==> src/common/dcop_pkg.sv <==
// constants shared by the channel configuration and output port logic
// assumes a single clock domain; bus strobes already synchronous to it
// Function
// - length code 00..11 gives 5..8 bits
// - parity normal, forced, none, multidrop; sense bit
// - block mode holds errors until reset
// - receiver interrupt source ready or full
// - channel mode normal, echo, local, remote
// - stop code 0..F gives 0.563..2.000 bits
// - five-bit characters add half bit, codes 0..7
// - command bit 7 zero; miscellaneous; enables
// - disabled transmitter refuses holding register writes
// - error bits travel with characters in fifo
// - error reset clears; char mode drops on read
// - status bit order break down to ready
// - pins 7..4 latch or ready flags
// - pin 3 latch, timer, b clocks
// - pin 2 latch, a clocks
// - latch-driven pins show inverted latch bit
// - mode pointer first after reset, then second
package dcop_pkg;

	// register offsets within a channel (low three address bits)
	localparam logic [2:0] OFF_MODE   = 3'h0;
	localparam logic [2:0] OFF_STATUS = 3'h1;  // read status, write rate select
	localparam logic [2:0] OFF_CMD    = 3'h2;
	localparam logic [2:0] OFF_HOLD   = 3'h3;
	// address bit 3 picks channel b for offsets below 4
	localparam int         CH_BIT     = 3;
	// shared registers at full addresses
	localparam logic [3:0] ADR_OSC    = 4'hd;  // output_source_config
	localparam logic [3:0] ADR_SET    = 4'he;  // set output latch bits
	localparam logic [3:0] ADR_CLR    = 4'hf;  // reset output latch bits

	// miscellaneous command field
	localparam int CMD_LSB = 4;
	typedef enum logic [2:0] {
		DCOP_CMD_NOP     = 3'b000,
		DCOP_CMD_PTR     = 3'b001,
		DCOP_CMD_RX_RST  = 3'b010,
		DCOP_CMD_TX_RST  = 3'b011,
		DCOP_CMD_ERR_RST = 3'b100,
		DCOP_CMD_BRK_INT = 3'b101,
		DCOP_CMD_BRK_ON  = 3'b110,
		DCOP_CMD_BRK_OFF = 3'b111
	} dcop_cmd_e;

	// channel mode field of the second mode register
	typedef enum logic [1:0] {
		DCOP_CM_NORMAL = 2'b00,
		DCOP_CM_ECHO   = 2'b01,
		DCOP_CM_LOCAL  = 2'b10,
		DCOP_CM_REMOTE = 2'b11
	} dcop_chmode_e;

	// field positions of the first and second mode registers
	localparam int M1_IRQ_SRC = 6;
	localparam int M1_ERR_BLK = 5;
	localparam int M1_PAR_LSB = 3;
	localparam int M1_LEN_LSB = 0;
	localparam int M2_CM_LSB  = 6;
	localparam int M2_STP_LSB = 0;

	// stop length in sixteenths of a bit, and the shortest character length
	localparam logic [5:0] STOP_SHORT = 6'h09;  // 0.563 at code 0
	localparam logic [5:0] STOP_LONG  = 6'h11;  // code 8 adds 17 -> 1.563
	localparam logic [5:0] STOP_HALF  = 6'h08;  // half bit for 5-bit chars
	localparam logic [3:0] CHAR_MIN   = 4'h5;

	// values after reset
	localparam logic [7:0] REG_RESET  = 8'h00;
	localparam logic [5:0] STOP_RESET = 6'h11;  // reset format is 5-bit, so code 0 takes the half bit
	localparam logic [7:0] PIN_RESET  = 8'hff;  // latch zero -> pins high
	localparam logic [7:0] READ_NONE  = 8'h00;

endpackage

==> src/dcop_rx_fifo.sv <==
// receive fifo of one channel: character plus its three error bits
// assumes push is refused by the receive engine while full
`timescale 1ns/1ps
`default_nettype none

module dcop_rx_fifo #(
	parameter int DEPTH = 4,
	parameter int AW    = 2
) (
	input  wire logic       clk,
	input  wire logic       rst_n,
	input  wire logic       ce,
	input  wire logic       push,
	input  wire logic [7:0] push_data,
	input  wire logic [2:0] push_err,
	input  wire logic       pop,
	input  wire logic       flush,
	input  wire logic       err_clr,
	input  wire logic       block_mode,
	output logic      [7:0] top_data,
	output logic      [2:0] top_err,
	output logic            empty,
	output logic            full
);

	logic [7:0]  data_mem [DEPTH];
	logic [2:0]  err_mem  [DEPTH];
	logic [AW-1:0] wp_ff;
	logic [AW-1:0] rp_ff;
	logic [AW:0]   cnt_ff;
	logic [2:0]  acc_ff;
	logic        do_push;
	logic        do_pop;

	assign empty   = (cnt_ff == '0);
	assign full    = (cnt_ff == (AW+1)'(DEPTH));
	assign do_push = push & ~full & ~flush;
	assign do_pop  = pop & ~empty & ~flush;
	assign top_data = data_mem[rp_ff];
	// in character mode an empty fifo has no top character, so it reports no stale error bits
	assign top_err  = block_mode ? acc_ff : (empty ? 3'h0 : err_mem[rp_ff]);

	// pointers; flush realigns them and leaves the stored words alone
	always_ff @(posedge clk or negedge rst_n) begin
		if (!rst_n) begin
			wp_ff  <= '0;
			rp_ff  <= '0;
			cnt_ff <= '0;
		end else if (ce) begin
			if (flush) begin
				wp_ff  <= '0;
				rp_ff  <= '0;
				cnt_ff <= '0;
			end else begin
				if (do_push)
					wp_ff <= wp_ff + 1'b1;
				if (do_pop)
					rp_ff <= rp_ff + 1'b1;
				cnt_ff <= cnt_ff + (AW+1)'(do_push) - (AW+1)'(do_pop);
			end
		end
	end

	// storage; an error reset wipes the error bits of every entry but a new push keeps its bits
	for (genvar i = 0; i < DEPTH; i++) begin : g_ent
		always_ff @(posedge clk) begin
			if (ce) begin
				if (do_push && wp_ff == AW'(i)) begin
					data_mem[i] <= push_data;
					err_mem[i]  <= push_err;
				end else if (err_clr) begin
					err_mem[i]  <= 3'h0;
				end
			end
		end
	end

	// block mode accumulation, held until error reset or flush
	always_ff @(posedge clk or negedge rst_n) begin
		if (!rst_n)
			acc_ff <= 3'h0;
		else if (ce) begin
			if (do_push)
				acc_ff <= (err_clr ? 3'h0 : acc_ff) | push_err;
			else if (err_clr || flush)
				acc_ff <= 3'h0;
		end
	end

endmodule

`default_nettype wire

==> src/dcop_channel_port.sv <==
// two-channel configuration, command, status and output pin logic
// assumes a parallel host bus sampled on CLK and external serial engines
`timescale 1ns/1ps
`default_nettype none

module dcop_channel_port #(
	parameter int FIFO_DEPTH = 4
) (
	input  wire logic        CLK,
	input  wire logic        RST_N,
	input  wire logic        CE,
	input  wire logic        CS_N,
	input  wire logic        RD_N,
	input  wire logic        WR_N,
	input  wire logic [3:0]  ADDR,
	input  wire logic [7:0]  DIN,
	output logic      [7:0]  DOUT,
	output logic             DOUT_OE,
	input  wire logic [1:0]  RX_PUSH,
	input  wire logic [15:0] RX_DATA,
	input  wire logic [5:0]  RX_ERR,
	input  wire logic [1:0]  RX_OVERRUN,
	input  wire logic [1:0]  TX_EMPTY,
	input  wire logic [1:0]  TX_TAKE,
	input  wire logic        CT_OUT,
	input  wire logic        TXC_A_16X,
	input  wire logic        TXC_A_1X,
	input  wire logic        RXC_A_1X,
	input  wire logic        TXC_B_1X,
	input  wire logic        RXC_B_1X,
	output logic      [15:0] FORMAT_MODE,
	output logic      [15:0] CHANNEL_MODE,
	output logic      [15:0] RATE_SELECT,
	output logic      [7:0]  CHAR_BITS,
	output logic      [11:0] STOP_SIXTEENTHS,
	output logic      [1:0]  RX_ENABLE,
	output logic      [1:0]  TX_ENABLE,
	output logic      [1:0]  TX_BREAK,
	output logic      [1:0]  THR_VALID,
	output logic      [15:0] THR_DATA,
	output logic      [1:0]  RX_IRQ_COND,
	output logic      [7:0]  OUTPUT_PINS
);

	localparam int AW       = $clog2(FIFO_DEPTH);
	localparam int CH_BIT_L = dcop_pkg::CH_BIT;

	logic       rd_act_ff;
	logic       wr_act_ff;
	logic       rd_act;
	logic       wr_act;
	logic       rd_go;
	logic       wr_go;
	logic [7:0] dout_ff;
	logic       oe_ff;
	logic [7:0] opr_ff;
	logic [7:0] output_pin_source_config_ff;
	logic [7:0] pins_ff;
	logic [7:0] nxt_pins;
	logic [7:0] rd_val [2];
	logic [7:0] mr1_ff [2];
	logic [7:0] mr2_ff [2];
	logic [7:0] csr_ff [2];
	logic [7:0] thr_ff [2];
	logic [5:0] stop_ff [2];
	logic [3:0] len_ff [2];
	logic [1:0] ptr_ff;
	logic [1:0] rx_en_ff;
	logic [1:0] tx_en_ff;
	logic [1:0] brk_ff;
	logic [1:0] full_hr_ff;
	logic [1:0] ovr_ff;
	logic [1:0] irq_ff;
	logic [1:0] tx_rdy;
	logic [1:0] rx_sel;

	// accesses act once, on the first cycle a strobe is seen low
	assign rd_act = ~CS_N & ~RD_N;
	assign wr_act = ~CS_N & ~WR_N;
	assign rd_go  = rd_act & ~rd_act_ff;
	assign wr_go  = wr_act & ~wr_act_ff;

	always_ff @(posedge CLK or negedge RST_N) begin
		if (!RST_N) begin
			rd_act_ff <= 1'b0;
			wr_act_ff <= 1'b0;
		end else if (CE) begin
			rd_act_ff <= rd_act;
			wr_act_ff <= wr_act;
		end
	end

	for (genvar ch = 0; ch < 2; ch++) begin : g_ch
		logic       hit;
		logic       wr_mode;
		logic       rd_mode;
		logic       cmd_go;
		logic       wr_hold;
		logic       pop;
		logic [2:0] cmd;
		logic       rx_rst;
		logic       tx_rst;
		logic       err_rst;
		logic [7:0] top_data;
		logic [2:0] top_err;
		logic       empty;
		logic       full;
		logic [3:0] stop_code;
		logic [5:0] nxt_stop;

		assign hit     = (ADDR[CH_BIT_L] == 1'(ch)) & ~ADDR[2];
		assign wr_mode = wr_go & hit & (ADDR[2:0] == dcop_pkg::OFF_MODE);
		assign rd_mode = rd_go & hit & (ADDR[2:0] == dcop_pkg::OFF_MODE);
		assign cmd_go  = wr_go & hit & (ADDR[2:0] == dcop_pkg::OFF_CMD);
		assign wr_hold = wr_go & hit & (ADDR[2:0] == dcop_pkg::OFF_HOLD);
		assign pop     = rd_go & hit & (ADDR[2:0] == dcop_pkg::OFF_HOLD);
		// bit 7 of a command write is ignored; host keeps it zero
		assign cmd     = DIN[dcop_pkg::CMD_LSB +: 3];
		assign rx_rst  = cmd_go & (cmd == dcop_pkg::DCOP_CMD_RX_RST);
		assign tx_rst  = cmd_go & (cmd == dcop_pkg::DCOP_CMD_TX_RST);
		assign err_rst = cmd_go & (cmd == dcop_pkg::DCOP_CMD_ERR_RST);

		// mode pointer and the two mode registers behind one address
		always_ff @(posedge CLK or negedge RST_N) begin
			if (!RST_N) begin
				ptr_ff[ch] <= 1'b0;
				mr1_ff[ch] <= dcop_pkg::REG_RESET;
				mr2_ff[ch] <= dcop_pkg::REG_RESET;
			end else if (CE) begin
				if (cmd_go && cmd == dcop_pkg::DCOP_CMD_PTR)
					ptr_ff[ch] <= 1'b0;
				else if (wr_mode || rd_mode)
					ptr_ff[ch] <= 1'b1;
				if (wr_mode && !ptr_ff[ch])
					mr1_ff[ch] <= DIN;
				if (wr_mode && ptr_ff[ch])
					mr2_ff[ch] <= DIN;
			end
		end

		// rate select is stored and handed to the baud logic untouched
		always_ff @(posedge CLK or negedge RST_N) begin
			if (!RST_N)
				csr_ff[ch] <= dcop_pkg::REG_RESET;
			else if (CE && wr_go && hit && ADDR[2:0] == dcop_pkg::OFF_STATUS)
				csr_ff[ch] <= DIN;
		end

		// enables and break; disable wins over enable in one write
		always_ff @(posedge CLK or negedge RST_N) begin
			if (!RST_N) begin
				rx_en_ff[ch] <= 1'b0;
				tx_en_ff[ch] <= 1'b0;
				brk_ff[ch]   <= 1'b0;
			end else if (CE && cmd_go) begin
				if (rx_rst || DIN[1])
					rx_en_ff[ch] <= 1'b0;
				else if (DIN[0])
					rx_en_ff[ch] <= 1'b1;
				if (tx_rst || DIN[3])
					tx_en_ff[ch] <= 1'b0;
				else if (DIN[2])
					tx_en_ff[ch] <= 1'b1;
				if (tx_rst || cmd == dcop_pkg::DCOP_CMD_BRK_OFF)
					brk_ff[ch] <= 1'b0;
				else if (cmd == dcop_pkg::DCOP_CMD_BRK_ON)
					brk_ff[ch] <= 1'b1;
			end
		end

		// holding register; a new write beats a same-cycle take
		always_ff @(posedge CLK or negedge RST_N) begin
			if (!RST_N) begin
				thr_ff[ch]     <= dcop_pkg::REG_RESET;
				full_hr_ff[ch] <= 1'b0;
			end else if (CE) begin
				if (tx_rst)
					full_hr_ff[ch] <= 1'b0;
				else if (wr_hold && tx_en_ff[ch]) begin
					thr_ff[ch]     <= DIN;
					full_hr_ff[ch] <= 1'b1;
				end else if (TX_TAKE[ch])
					full_hr_ff[ch] <= 1'b0;
			end
		end

		// overrun is sticky; a report in the clearing cycle survives
		always_ff @(posedge CLK or negedge RST_N) begin
			if (!RST_N)
				ovr_ff[ch] <= 1'b0;
			else if (CE) begin
				if (RX_OVERRUN[ch])
					ovr_ff[ch] <= 1'b1;
				else if (err_rst || rx_rst)
					ovr_ff[ch] <= 1'b0;
			end
		end

		dcop_rx_fifo #(
			.DEPTH (FIFO_DEPTH),
			.AW    (AW)
		) u_fifo (
			.clk        (CLK),
			.rst_n      (RST_N),
			.ce         (CE),
			.push       (RX_PUSH[ch]),
			.push_data  (RX_DATA[ch*8 +: 8]),
			.push_err   (RX_ERR[ch*3 +: 3]),
			.pop        (pop),
			.flush      (rx_rst),
			.err_clr    (err_rst),
			.block_mode (mr1_ff[ch][dcop_pkg::M1_ERR_BLK]),
			.top_data   (top_data),
			.top_err    (top_err),
			.empty      (empty),
			.full       (full)
		);

		assign tx_rdy[ch] = tx_en_ff[ch] & ~full_hr_ff[ch];
		// receiver interrupt condition: ready or fifo full
		assign rx_sel[ch] = mr1_ff[ch][dcop_pkg::M1_IRQ_SRC] ? full : ~empty;

		// stop time in sixteenths: codes 8..F skip over the gap after 7
		assign stop_code = mr2_ff[ch][dcop_pkg::M2_STP_LSB +: 4];
		always_comb begin
			if (stop_code[3])
				nxt_stop = dcop_pkg::STOP_LONG + {2'h0, stop_code};
			else if (mr1_ff[ch][dcop_pkg::M1_LEN_LSB +: 2] == 2'h0)
				nxt_stop = dcop_pkg::STOP_SHORT + dcop_pkg::STOP_HALF
					+ {2'h0, stop_code};
			else
				nxt_stop = dcop_pkg::STOP_SHORT + {2'h0, stop_code};
		end

		// decoded format values, registered so the outputs come from flops
		always_ff @(posedge CLK or negedge RST_N) begin
			if (!RST_N) begin
				stop_ff[ch] <= dcop_pkg::STOP_RESET;
				len_ff[ch]  <= dcop_pkg::CHAR_MIN;
				irq_ff[ch]  <= 1'b0;
			end else if (CE) begin
				stop_ff[ch] <= nxt_stop;
				len_ff[ch]  <= dcop_pkg::CHAR_MIN
					+ {2'h0, mr1_ff[ch][dcop_pkg::M1_LEN_LSB +: 2]};
				irq_ff[ch]  <= rx_sel[ch];
			end
		end

		// per-channel read data; status bit order is fixed by the map
		always_comb begin
			unique case (ADDR[2:0])
				dcop_pkg::OFF_MODE:
					rd_val[ch] = ptr_ff[ch] ? mr2_ff[ch] : mr1_ff[ch];
				dcop_pkg::OFF_STATUS:
					rd_val[ch] = {top_err, ovr_ff[ch], TX_EMPTY[ch],
						tx_rdy[ch], full, ~empty};
				dcop_pkg::OFF_HOLD:
					rd_val[ch] = top_data;
				default:
					rd_val[ch] = dcop_pkg::READ_NONE;
			endcase
		end
	end

	// read bus: data is latched once per access and held while it lasts
	always_ff @(posedge CLK or negedge RST_N) begin
		if (!RST_N) begin
			dout_ff <= dcop_pkg::READ_NONE;
			oe_ff   <= 1'b0;
		end else if (CE) begin
			oe_ff <= rd_act;
			if (rd_go)
				dout_ff <= ADDR[2] ? dcop_pkg::READ_NONE : rd_val[ADDR[CH_BIT_L]];
		end
	end

	// output latch with set and reset strobes, plus its source selection
	always_ff @(posedge CLK or negedge RST_N) begin
		if (!RST_N) begin
			opr_ff  <= dcop_pkg::REG_RESET;
			output_pin_source_config_ff <= dcop_pkg::REG_RESET;
		end else if (CE && wr_go && !CS_N) begin
			if (ADDR == dcop_pkg::ADR_SET)
				opr_ff <= opr_ff | DIN;
			else if (ADDR == dcop_pkg::ADR_CLR)
				opr_ff <= opr_ff & ~DIN;
			else if (ADDR == dcop_pkg::ADR_OSC)
				output_pin_source_config_ff <= DIN;
		end
	end

	// pin sources; flags are shown active low like the latch bits
	always_comb begin
		nxt_pins    = ~opr_ff;
		if (output_pin_source_config_ff[7])
			nxt_pins[7] = ~tx_rdy[1];
		if (output_pin_source_config_ff[6])
			nxt_pins[6] = ~tx_rdy[0];
		if (output_pin_source_config_ff[5])
			nxt_pins[5] = ~rx_sel[1];
		if (output_pin_source_config_ff[4])
			nxt_pins[4] = ~rx_sel[0];
		unique case (output_pin_source_config_ff[3:2])
			2'h0: nxt_pins[3] = ~opr_ff[3];
			2'h1: nxt_pins[3] = CT_OUT;
			2'h2: nxt_pins[3] = TXC_B_1X;
			2'h3: nxt_pins[3] = RXC_B_1X;
		endcase
		unique case (output_pin_source_config_ff[1:0])
			2'h0: nxt_pins[2] = ~opr_ff[2];
			2'h1: nxt_pins[2] = TXC_A_16X;
			2'h2: nxt_pins[2] = TXC_A_1X;
			2'h3: nxt_pins[2] = RXC_A_1X;
		endcase
	end

	// pins registered; selected clocks therefore lag by one cycle
	always_ff @(posedge CLK or negedge RST_N) begin
		if (!RST_N)
			pins_ff <= dcop_pkg::PIN_RESET;
		else if (CE)
			pins_ff <= nxt_pins;
	end

	assign DOUT            = dout_ff;
	assign DOUT_OE         = oe_ff;
	assign OUTPUT_PINS     = pins_ff;
	assign FORMAT_MODE     = {mr1_ff[1], mr1_ff[0]};
	assign CHANNEL_MODE    = {mr2_ff[1], mr2_ff[0]};
	assign RATE_SELECT     = {csr_ff[1], csr_ff[0]};
	assign CHAR_BITS       = {len_ff[1], len_ff[0]};
	assign STOP_SIXTEENTHS = {stop_ff[1], stop_ff[0]};
	assign RX_ENABLE       = rx_en_ff;
	assign TX_ENABLE       = tx_en_ff;
	assign TX_BREAK        = brk_ff;
	assign THR_VALID       = full_hr_ff;
	assign THR_DATA        = {thr_ff[1], thr_ff[0]};
	assign RX_IRQ_COND     = irq_ff;

endmodule

`default_nettype wire

==> config.mk <==
export PLATFORM = sky130hd
export DESIGN_NAME = dcop_channel_port
export DESIGN_NICKNAME = d
export VERILOG_FILES = /design/src/common/dcop_pkg.sv /design/src/dcop_rx_fifo.sv /design/src/dcop_channel_port.sv
export SDC_FILE = /design/constraint.sdc
export NUM_CORES = 1
export LEC_CHECK = 0
export BUFFER_PORTS_ARGS = -buffer_cell sky130_fd_sc_hd__buf_2
export CAP_MARGIN = 20
export CORE_ASPECT_RATIO = 0.6
export CORE_MARGIN = 2
export CORE_UTILIZATION = 25
export CTS_CLUSTER_DIAMETER = 40
export CTS_CLUSTER_SIZE = 14
export DETAILED_ROUTE_END_ITERATION = 12
export PLACE_DENSITY = 0.54
export SLEW_MARGIN = 10
export SYNTH_ARGS = -nofsm -noshare
export SYNTH_HDL_FRONTEND = slang
export SYNTH_SLANG_ARGS = --single-unit
==> constraint.sdc <==
create_clock -name CLK -period 6.4 [get_ports CLK]
set_input_delay 0.96 -clock CLK [delete_from_list [all_inputs] [get_ports CLK]]
set_output_delay 0.96 -clock CLK [all_outputs]
set_load 0.02 [all_outputs]
==> results of run 1 <==
==> path summary, 6_finish.rpt <==
kind	from	endpoint	cells after the start
max in group asynchronous	RST_N	g_ch[1].u_fifo.wp_ff[1]$_DFFE_PN0P_	2
max reg2reg	DOUT_OE$_DFFE_PN0P_	g_ch[1].u_fifo.cnt_ff[2]$_DFFE_PN0P_	11
max	ADDR[2]	g_ch[1].u_fifo.cnt_ff[2]$_DFFE_PN0P_	12
min	flop	OUTPUT_PINS[0]$_DFFE_PN1P_	1
min in group asynchronous	RST_N	async pin	1
min reg2reg	flop	OUTPUT_PINS[0]$_DFFE_PN1P_	1
==> metrics by stage <==
step / util / std cells
floorplan: - / 803
global placement: 0.288 / 1498
detailed placement: 0.288 / 1498
CTS: 0.311 / 1550
global route: 0.311 / 1551
finish: 0.311 / 1553
==> worst max-delay path: stages <==
cell and delay, ns:
sky130_fd_sc_hd__buf_2 0.16, sky130_fd_sc_hd__nand3b_1 0.35, sky130_fd_sc_hd__nor4b_1 0.76, sky130_fd_sc_hd__ha_1 0.36, sky130_fd_sc_hd__inv_1 0.06, sky130_fd_sc_hd__ha_1 0.13, sky130_fd_sc_hd__inv_1 0.05, sky130_fd_sc_hd__fa_1 0.37
sky130_fd_sc_hd__xor2_1 0.18, sky130_fd_sc_hd__o21ai_0 0.11, sky130_fd_sc_hd__nand2_1 0.09, sky130_fd_sc_hd__o21ai_0 0.08
==> registers in the layout, summed over array words and instances (netlist names), 12 cells and up, named ones only <==
| signal | cells |
|---|---|
| THR_DATA | 16 |
| g_ch.u_fifo.data_mem | 64 |
| RATE_SELECT | 16 |
| CHANNEL_MODE | 16 |
| FORMAT_MODE | 16 |
| STOP_SIXTEENTHS | 12 |
| g_ch.u_fifo.err_mem | 24 |
==> layout by cell type (no fill, tap or decap), types with 6 or more instances in the layout <==
cell / n
sky130_fd_sc_hd__mux4_2: 22
sky130_fd_sc_hd__dfxtp_1: 6
sky130_fd_sc_hd__a31oi_1: 11
sky130_fd_sc_hd__nand2_1: 69
sky130_fd_sc_hd__nand2b_1: 11
sky130_fd_sc_hd__and2b_1: 9
sky130_fd_sc_hd__o21ai_0: 28
sky130_fd_sc_hd__a22o_1: 15
sky130_fd_sc_hd__nor2_1: 27
sky130_fd_sc_hd__nand3_1: 15
sky130_fd_sc_hd__mux2i_1: 23
sky130_fd_sc_hd__o31ai_1: 9
sky130_fd_sc_hd__buf_4: 6
sky130_fd_sc_hd__dfstp_2: 16
sky130_fd_sc_hd__mux2_2: 95
sky130_fd_sc_hd__clkbuf_16: 29
sky130_fd_sc_hd__a21oi_1: 29
sky130_fd_sc_hd__xnor2_1: 7
sky130_fd_sc_hd__a211oi_1: 7
sky130_fd_sc_hd__edfxtp_1: 82
sky130_fd_sc_hd__nor3_1: 14
sky130_fd_sc_hd__dfrtp_1: 136
sky130_fd_sc_hd__inv_1: 22
sky130_fd_sc_hd__buf_2: 163
sky130_fd_sc_hd__ha_1: 18
sky130_fd_sc_hd__nor2b_1: 12
==> per-layer routing <==
metal / track usage / share of wire / wire (µm)
met3: 0.0414 / 0.078 / 2590
met2: 0.221 / 0.44 / 14600
met5: 0 / 0.0011 / 37
met1: 0.214 / 0.46 / 15200
met4: 0.0260 / 0.016 / 522
==> area by class of cell <==
type / instances / area [µm²] / area share
Multi-Input combinational cell: 496 / 4060 / 0.310
Sequential cell: 240 / 6410 / 0.489
Antenna cell: 2 / 5.00 / 0.000382
Clock buffer: 33 / 751 / 0.0573
Tap cell: 570 / 713 / 0.0544
Timing Repair Buffer: 170 / 872 / 0.0666
Inverter: 23 / 86.3 / 0.00659
Clock inverter: 19 / 208 / 0.0159
==> logic make-up (layout without fill, tap and decap cells) <==
group | Yosys count | after routing | share of synthesized area
multiplexers | 140 | 140 | 0.167
flip-flops | 240 | 240 | 0.597
AND/OR/NAND/NOR | 196 | 196 | 0.0975
adder cells (fa/ha/maj) | 20 | 20 | 0.0247
XOR/XNOR | 10 | 10 | 0.00816
AO/OA/AOI/OAI | 130 | 130 | 0.0798
other | 0 | 2 | 0
buffers and inverters | 67 | 245 | 0.0259
==> power groups by stage <==
stage / sequential, W / clock (W) / combinational, W
after floorplan: 0.00198 / 0 / 0.000409
after global placement: 0.00196 / 0 / 0.000715
after detailed placement: 0.00196 / 0 / 0.000721
after CTS: 0.00193 / 0.00168 / 0.000723
after global routing: 0.00196 / 0.00174 / 0.000797
final: 0.00193 / 0.00164 / 0.000715
==> results.md, run 1 <==
Status:
- The flow ran to the end, and the final reports show no timing, DRC or antenna violations.

Critical path:
- The worst setup path is launched from an input pin.
- The setup slack of the most critical reg-to-reg path is 3.36 ns.
- Of all nets on the critical path, the largest fanout is 13.
- The required time reported for the critical path endpoint is between 6 and 7 ns.
- STA classifies the critical path endpoint as a flop.
- The critical path class is in -> reg.
- The critical path data arrival time is ~3.7 ns.

Routing:
- The number of design-rule violations left by the first detailed-router iteration is approximately 620.
- The length of the first detailed-routing pass in iterations is 5.
- After detailed routing, the number of vias per cell comes to approximately 4.7.
- After detailed routing, the number of remaining DRC violations is 0.
- The remaining number of nets flagged by the antenna check after routing is 0.
- For this block, the via count after detailed routing is 7289.
- The routed wire length is around 33000 µm.
- The wire length per cell is 21.3 µm.

Clocking:
- The count of hold-fix buffers inserted at cts is 0.
- Clock-pin slew was measured on the worst setup and hold paths at roughly 0.060 ns.
- The longest clock path from root to sink contains 3 buffers.
- The number of post-CTS setup repair buffers is 0.
- The post-cts gate resize count is 0.
- TritonCTS built the clock tree.
- The CTS sink count is 240.
- In this run, CTS created clock tree buffers numbering 28.
- The clock insertion delay at the later pin of the skew report is 0.56 ns.
- Clock tree synthesis selected as its root buffer the cell sky130_fd_sc_hd__clkbuf_16.
- In this run the number of H-tree levels came out at 1.

Layout:
- Of the cells placed in the final design, the portion with a size suffix greater than 1 is 0.370.
- The number of nets in the finished design is roughly 1000.
- The finished layout cell area is about 0.013 mm².
- Counting the fill cells in the layout gives 4300.
- From synthesis to final layout, the design area changed by 22.0%.

Pwr:
- The share of total power dissipated in combinational logic is 0.167.
- Cell internal power was estimated by the tool at between 0.003 and 0.004 W.
- The leakage component of the power is 5.67 nW.
- For this design the total switching power over the nets is between 0.001 and 0.0015 W.
- The share of total power dissipated in the clock network is 0.382.
- IR analysis of the VDD net gives a maximum drop of approximately 230 µV.
- In this run the power density over the cells is 327 mW/mm².
- Of the total power, the share spent switching nets is 0.295.
- The power after layout is about 0.0043 W.
- The share of total power dissipated in sequential elements is 0.451.

Floorplan:
- The die is approximately 160 µm tall.
- The core region is between 0.04 and 0.05 mm².
- The die covers between 0.04 and 0.05 mm².
- The total number of placement rows is 58.
- The I/O pin count is 165.
- The chip width is approximately 270 µm.
- For this configuration, the core starts out at a cell density of 0.255.

Timing:
- Setup violations remaining at the end of the flow were counted as 0.
- The count of endpoints failing hold in the final timing report is 0.
- The post-layout worst setup margin is ~3.2 ns.
- The smallest hold slack is around 0.42 ns.
- The summed negative setup slack over all endpoints is 0 ns.
- The number of pins with negative max-slew slack in the final report was 0.
- The setup skew after layout is 0.0188 ns.
- For this run, the top clock speed supported by timing is roughly 300 MHz.
- Setup repair after global routing left no endpoint under its margin.
- The share of the cycle needed by the critical path after routing is 0.506.
- The max-slew headroom at the worst pin is 0.416.
- For the pin with the worst max-slew slack, the measured transition is about 0.88 ns.
- Counting I/O delays and the setup requirement, the final critical path takes 3.24 ns.

Synth:
- The share of synthesized flip-flops with an asynchronous set or reset is 0.633.
- Synthesis handed over a netlist of 803 instances.
- Ranked by instance count, the synthesized netlist is headed by sky130_fd_sc_hd__dfrtp_1 (136), sky130_fd_sc_hd__mux2_2 (95), sky130_fd_sc_hd__edfxtp_1 (82).
- In this run, synthesis produced a sequential element count of 240.
- Yosys attributes the largest share of cell area to sky130_fd_sc_hd__dfrtp_1 (32%), sky130_fd_sc_hd__edfxtp_1 (23%), sky130_fd_sc_hd__mux2_2 (10%).
- The number of distinct library cells after synthesis is 68.
- The cell area after technology mapping is 0.0107 mm².
- The most used flip-flop cell after synthesis is sky130_fd_sc_hd__dfrtp_1.
- The cell with the most instances after synthesis is sky130_fd_sc_hd__dfrtp_1.
- The cell taking the most area after synthesis is sky130_fd_sc_hd__dfrtp_1.
- The post-synthesis area per instance is between 10 and 15 µm².
- The fraction of post-synthesis cell area in the top cell type by area is 0.317.
- When the netlist entered floorplanning its net count stood at just under 900.
- The share of the Yosys chip area taken by registers is 0.597.
- For this run, the number of Yosys warnings is 0.
- The number of enable-type register cells in the synthesized netlist is 82.

GRT:
- The first global-routing pass estimated 48600 µm of wire.
- The initial antenna violation count is 6.
- Entering global routing, the biggest net connects a little over 90 pins.
- The via count of the first global-routing pass is about 7100.
- For this run the aggregate overflow at the end of global routing stands at 0.
- For this run, the total global-route usage over all layers was measured as 0.148.

Placement:
- Detailed placement finished with a half-perimeter wire length of ~25000 µm.
- The number of port buffers is between 150 and 200.
- After detailed placement, the total cell area comes to 0.0121 mm².
- The pre-CTS worst setup slack is between 2 and 3 ns.
- The congestion estimate from routability-driven global placement came to between 0.8 and 0.9.

Min path:
- The class of the worst hold path is reg -> reg.

Run:
- The number of max-capacitance violations reported is 0.
Power figures use the tool's default switching activity.
==> run 2: changes to the inputs <==
- clock period: 6.4 -> 3 ns (I/O delays scaled with it)
==> run 2 against run 1 <==
Effect of this change:
- the flow now finishes with violations (negative hold slack)
- register-to-register slack worse by 2.9 ns
- design area increased by 1.9%
- sequential power grew 110%
- routed wire length is 1.3% higher
- cell count up 2.0%
- critical path depth down 1
- largest cell class unchanged
- largest power group unchanged
==> results.md, run 2 (synthesized netlist as in run 1, its figures left out) <==
Layout:
- The share of layout cells above drive strength 1 is 0.393 (+0.0229).
- The number of nets in the finished design is 1063 (+2.9%).
- In the final layout, the registers with the most flip-flops are g_ch.u_fifo.data_mem x64, g_ch.u_fifo.err_mem x24.
- The number of flip-flops in the largest register is 64 (unchanged).
- The library cells used most frequently in the layout, excluding fill and tap cells, are sky130_fd_sc_hd__buf_2 (163), sky130_fd_sc_hd__dfrtp_1 (136), sky130_fd_sc_hd__mux2_2 (95), sky130_fd_sc_hd__edfxtp_1 (82), sky130_fd_sc_hd__nand2_1 (69).
- Leaving out fill and tap cells, the most frequent cell in the layout is sky130_fd_sc_hd__buf_2.
- The area added between synthesis and finish is 24.3%.
- The register with the most flip-flops is g_ch.u_fifo.data_mem.
- The finished layout cell area is 0.0134 mm² (+1.9%).

Routing:
- The number of remaining DRC errors is 0 (unchanged).
- The number of design-rule violations left by the first detailed-router iteration was 560 (-10%).
- The remaining number of nets flagged by the antenna check after routing was 0 (unchanged).
- The total via count after detailed routing is 7278 (-0.15%).
- The length of the first detailed-routing pass in iterations is 5 (unchanged).
- The wire length per cell is 21.1 µm (-0.66%).
- The routed wire length is 33500 µm (+1.3%).
- The per-cell via count in the routed design came to 4.59 (-2.1%).

Critical path:
- The critical path data arrival time is 2.97 ns (-0.70 ns).
- STA classifies the critical path endpoint as a flop.
- The number of cells traversed by the worst register-to-register path is 11 (unchanged).
- The critical-path maximum fanout is 6 (-7).
- The worst register-to-register path begins at g_ch[1].u_fifo.cnt_ff[1]$_DFFE_PN0P_.
- The critical path is of the reg -> reg type.
- In this run the worst setup path begins at g_ch[1].u_fifo.cnt_ff[1]$_DFFE_PN0P_.
- The required time reported for the critical path endpoint came to 3.46 ns (-3.37 ns).
- The critical path startpoint category is a flop.

GRT:
- The maximum number of pins on one net before global-route repair came to 153 (+66%).
- The global router's overall resource usage came to 0.150 (+0.00209).
- The total congestion overflow is 0 (unchanged).
- The initial antenna violation count is 4 (-2).
- The first-pass GRT wire length is 49400 µm (+1.6%).
- The via count of the first global-routing pass is 7326 (+2.6%).

Clocking:
- The root buffer selected by CTS is sky130_fd_sc_hd__clkbuf_16.
- The count of hold-fix buffers inserted at cts is 0 (unchanged).
- The clock insertion delay at the later pin of the skew report is 0.57 ns (about the same).
- The total CTS buffers is 30 (+7.1%).
- The number of post-CTS setup repair buffers is 0 (unchanged).
- The post-cts gate resize count was 0 (unchanged).
- The CTS sink count came to 240 (unchanged).
- The maximum buffer depth of the clock tree is 3 (unchanged).
- The TritonCTS clock tree is done.
- The number of H-tree levels is 1 (unchanged).
- The clock slew at the register clock pins of the worst setup and hold paths is 0.07 ns (about the same).

Timing:
- The summed negative setup slack over all endpoints is 0 ns (unchanged).
- The setup skew after layout is 0.0192 ns (+0.000388 ns).
- The smallest hold slack was -0.0267 ns (-0.444 ns).
- The timing-limited maximum frequency is around 400 MHz.
- Dividing the final minimum period by the clock period gives 0.838.
- The post-layout minimum cycle time is roughly 2.5 ns.
- The setup violation total in the final timing report was 0 (unchanged).
- The number of pins with negative max-slew slack in the final report is 0 (unchanged).
- The max-slew headroom at the worst pin is 0.409 (-0.00664).
- The pin slew with the least headroom to its limit is 0.886 ns (+0.00995 ns).
- The post-layout worst setup margin came to 0.486 ns (-2.68 ns).
- The count of endpoints failing hold in the final timing report was 13 (+13).
- Setup repair after global routing left no endpoint under its margin.

Floorplan:
- The chip height is 165 µm (unchanged).
- The placeable core region was 0.0421 mm² (unchanged).
- The chip width is 272 µm (unchanged).
- The I/O pin count is 165 (unchanged).
- The full die area is 0.0447 mm² (unchanged).
- The total number of placement rows is 58 (unchanged).
- The starting utilization of the core area is 0.255 (unchanged).

Placement:
- The number of port buffers is 164 (unchanged).
- The cell area after placement is 0.0124 mm² (+1.9%).
- The pre-CTS worst setup slack is 0.210 ns (-2.49 ns).
- The HPWL after detailed placement is 24900 µm (+1.4%).
- The weighted congestion at the end of routability-driven global placement is 0.862 (-0.34%).

Pwr:
- The power density of the placed cells came to 694 mW/mm² (+110%).
- The leakage component of the power is 5.83 nW (+2.8%).
- The maximum vdd drop was 391 µV (+73%).

Status:
- The flow ran to the end, but the final reports show violations.
- The checks that failed: negative hold slack.

Run:
- The number of max-capacitance violations reported came to 0 (unchanged).

Min path:
- The worst hold path belongs to the class in -> async.
run 2: cell types whose count changed in the layout (fill, tap and decap cells not counted), sizes merged, moves of 2 or more:
cell,previous run,this run
buf,170,198
clkbuf,33,35
bufinv,2,0
clkinvlp,1,4
inv,28,34
clkinv,11,6
run 2: worst max-delay path, stage by stage, from the launching register on:
cell                      delay, ns
sky130_fd_sc_hd__dfrtp_1       0.48
sky130_fd_sc_hd__nor3_1        0.12
sky130_fd_sc_hd__nor4b_1       0.44
sky130_fd_sc_hd__ha_1          0.33
sky130_fd_sc_hd__inv_1         0.06
sky130_fd_sc_hd__ha_1          0.13
sky130_fd_sc_hd__inv_1         0.05
sky130_fd_sc_hd__fa_1          0.37
sky130_fd_sc_hd__xor2_1        0.18
sky130_fd_sc_hd__o21ai_0       0.10
sky130_fd_sc_hd__nand2_1       0.07
sky130_fd_sc_hd__o21ai_0       0.06
run 2: final cells by class:
cell class                 instances  area [µm²]
clock inverter                    21         184
tap                              570         713
clock buffer                      35         811
inverter                          23        86.3
sequential                       240        6410
antenna                            1        2.50
timing repair buffer             198        1090
fill                            4310       28700
multi-input combinational        496        4050
run 2: power by group:
| part | internal (W) | switching [W] | leakage, nW |
|---|---|---|---|
| clock | 0.00200 | 0.00157 | 0.481 |
| sequential | 0.00381 | 0.000309 | 2.71 |
| combinational | 0.000655 | 0.000922 | 2.63 |
run 2: path summary, 6_finish.rpt:
path | endpoint | slack (ns)
max | g_ch[1].u_fifo.cnt_ff[2]$_DFFE_PN0P_ | 0.49
max in group asynchronous | g_ch[0].u_fifo.acc_ff[1]$_DFFE_PN0P_ | 2.33
min reg2reg | OUTPUT_PINS[1]$_DFFE_PN1P_ | 0.43
max reg2reg | g_ch[1].u_fifo.cnt_ff[2]$_DFFE_PN0P_ | 0.49
min | THR_VALID[1]$_DFFE_PN0P_ | -0.03
min in group CLK | g_ch[1].u_fifo.data_mem[0][1]$_DFFE_PP_ | 0.09
run 2: routing by layer:
metal	vias up	wire [µm]	global-route usage
met4	4	524	0.0262
met3	53	2390	0.0468
met1	3684	15700	0.212
met2	191	14800	0.227
met5	-	27	0
li1	3346	-	-
run 2: through the flow:
stage	total power (W)	hold WS (ns)	util	instances
final	0.00927	-0.0267	0.317	1584
after global routing	0.00973	0.0558	0.317	1583
after CTS	0.00939	0.0509	0.317	1583
after detailed placement	0.00577	0.429	0.293	1527
after global placement	0.00574	0.421	0.293	1527
after floorplan	0.00509	0.154	-	803
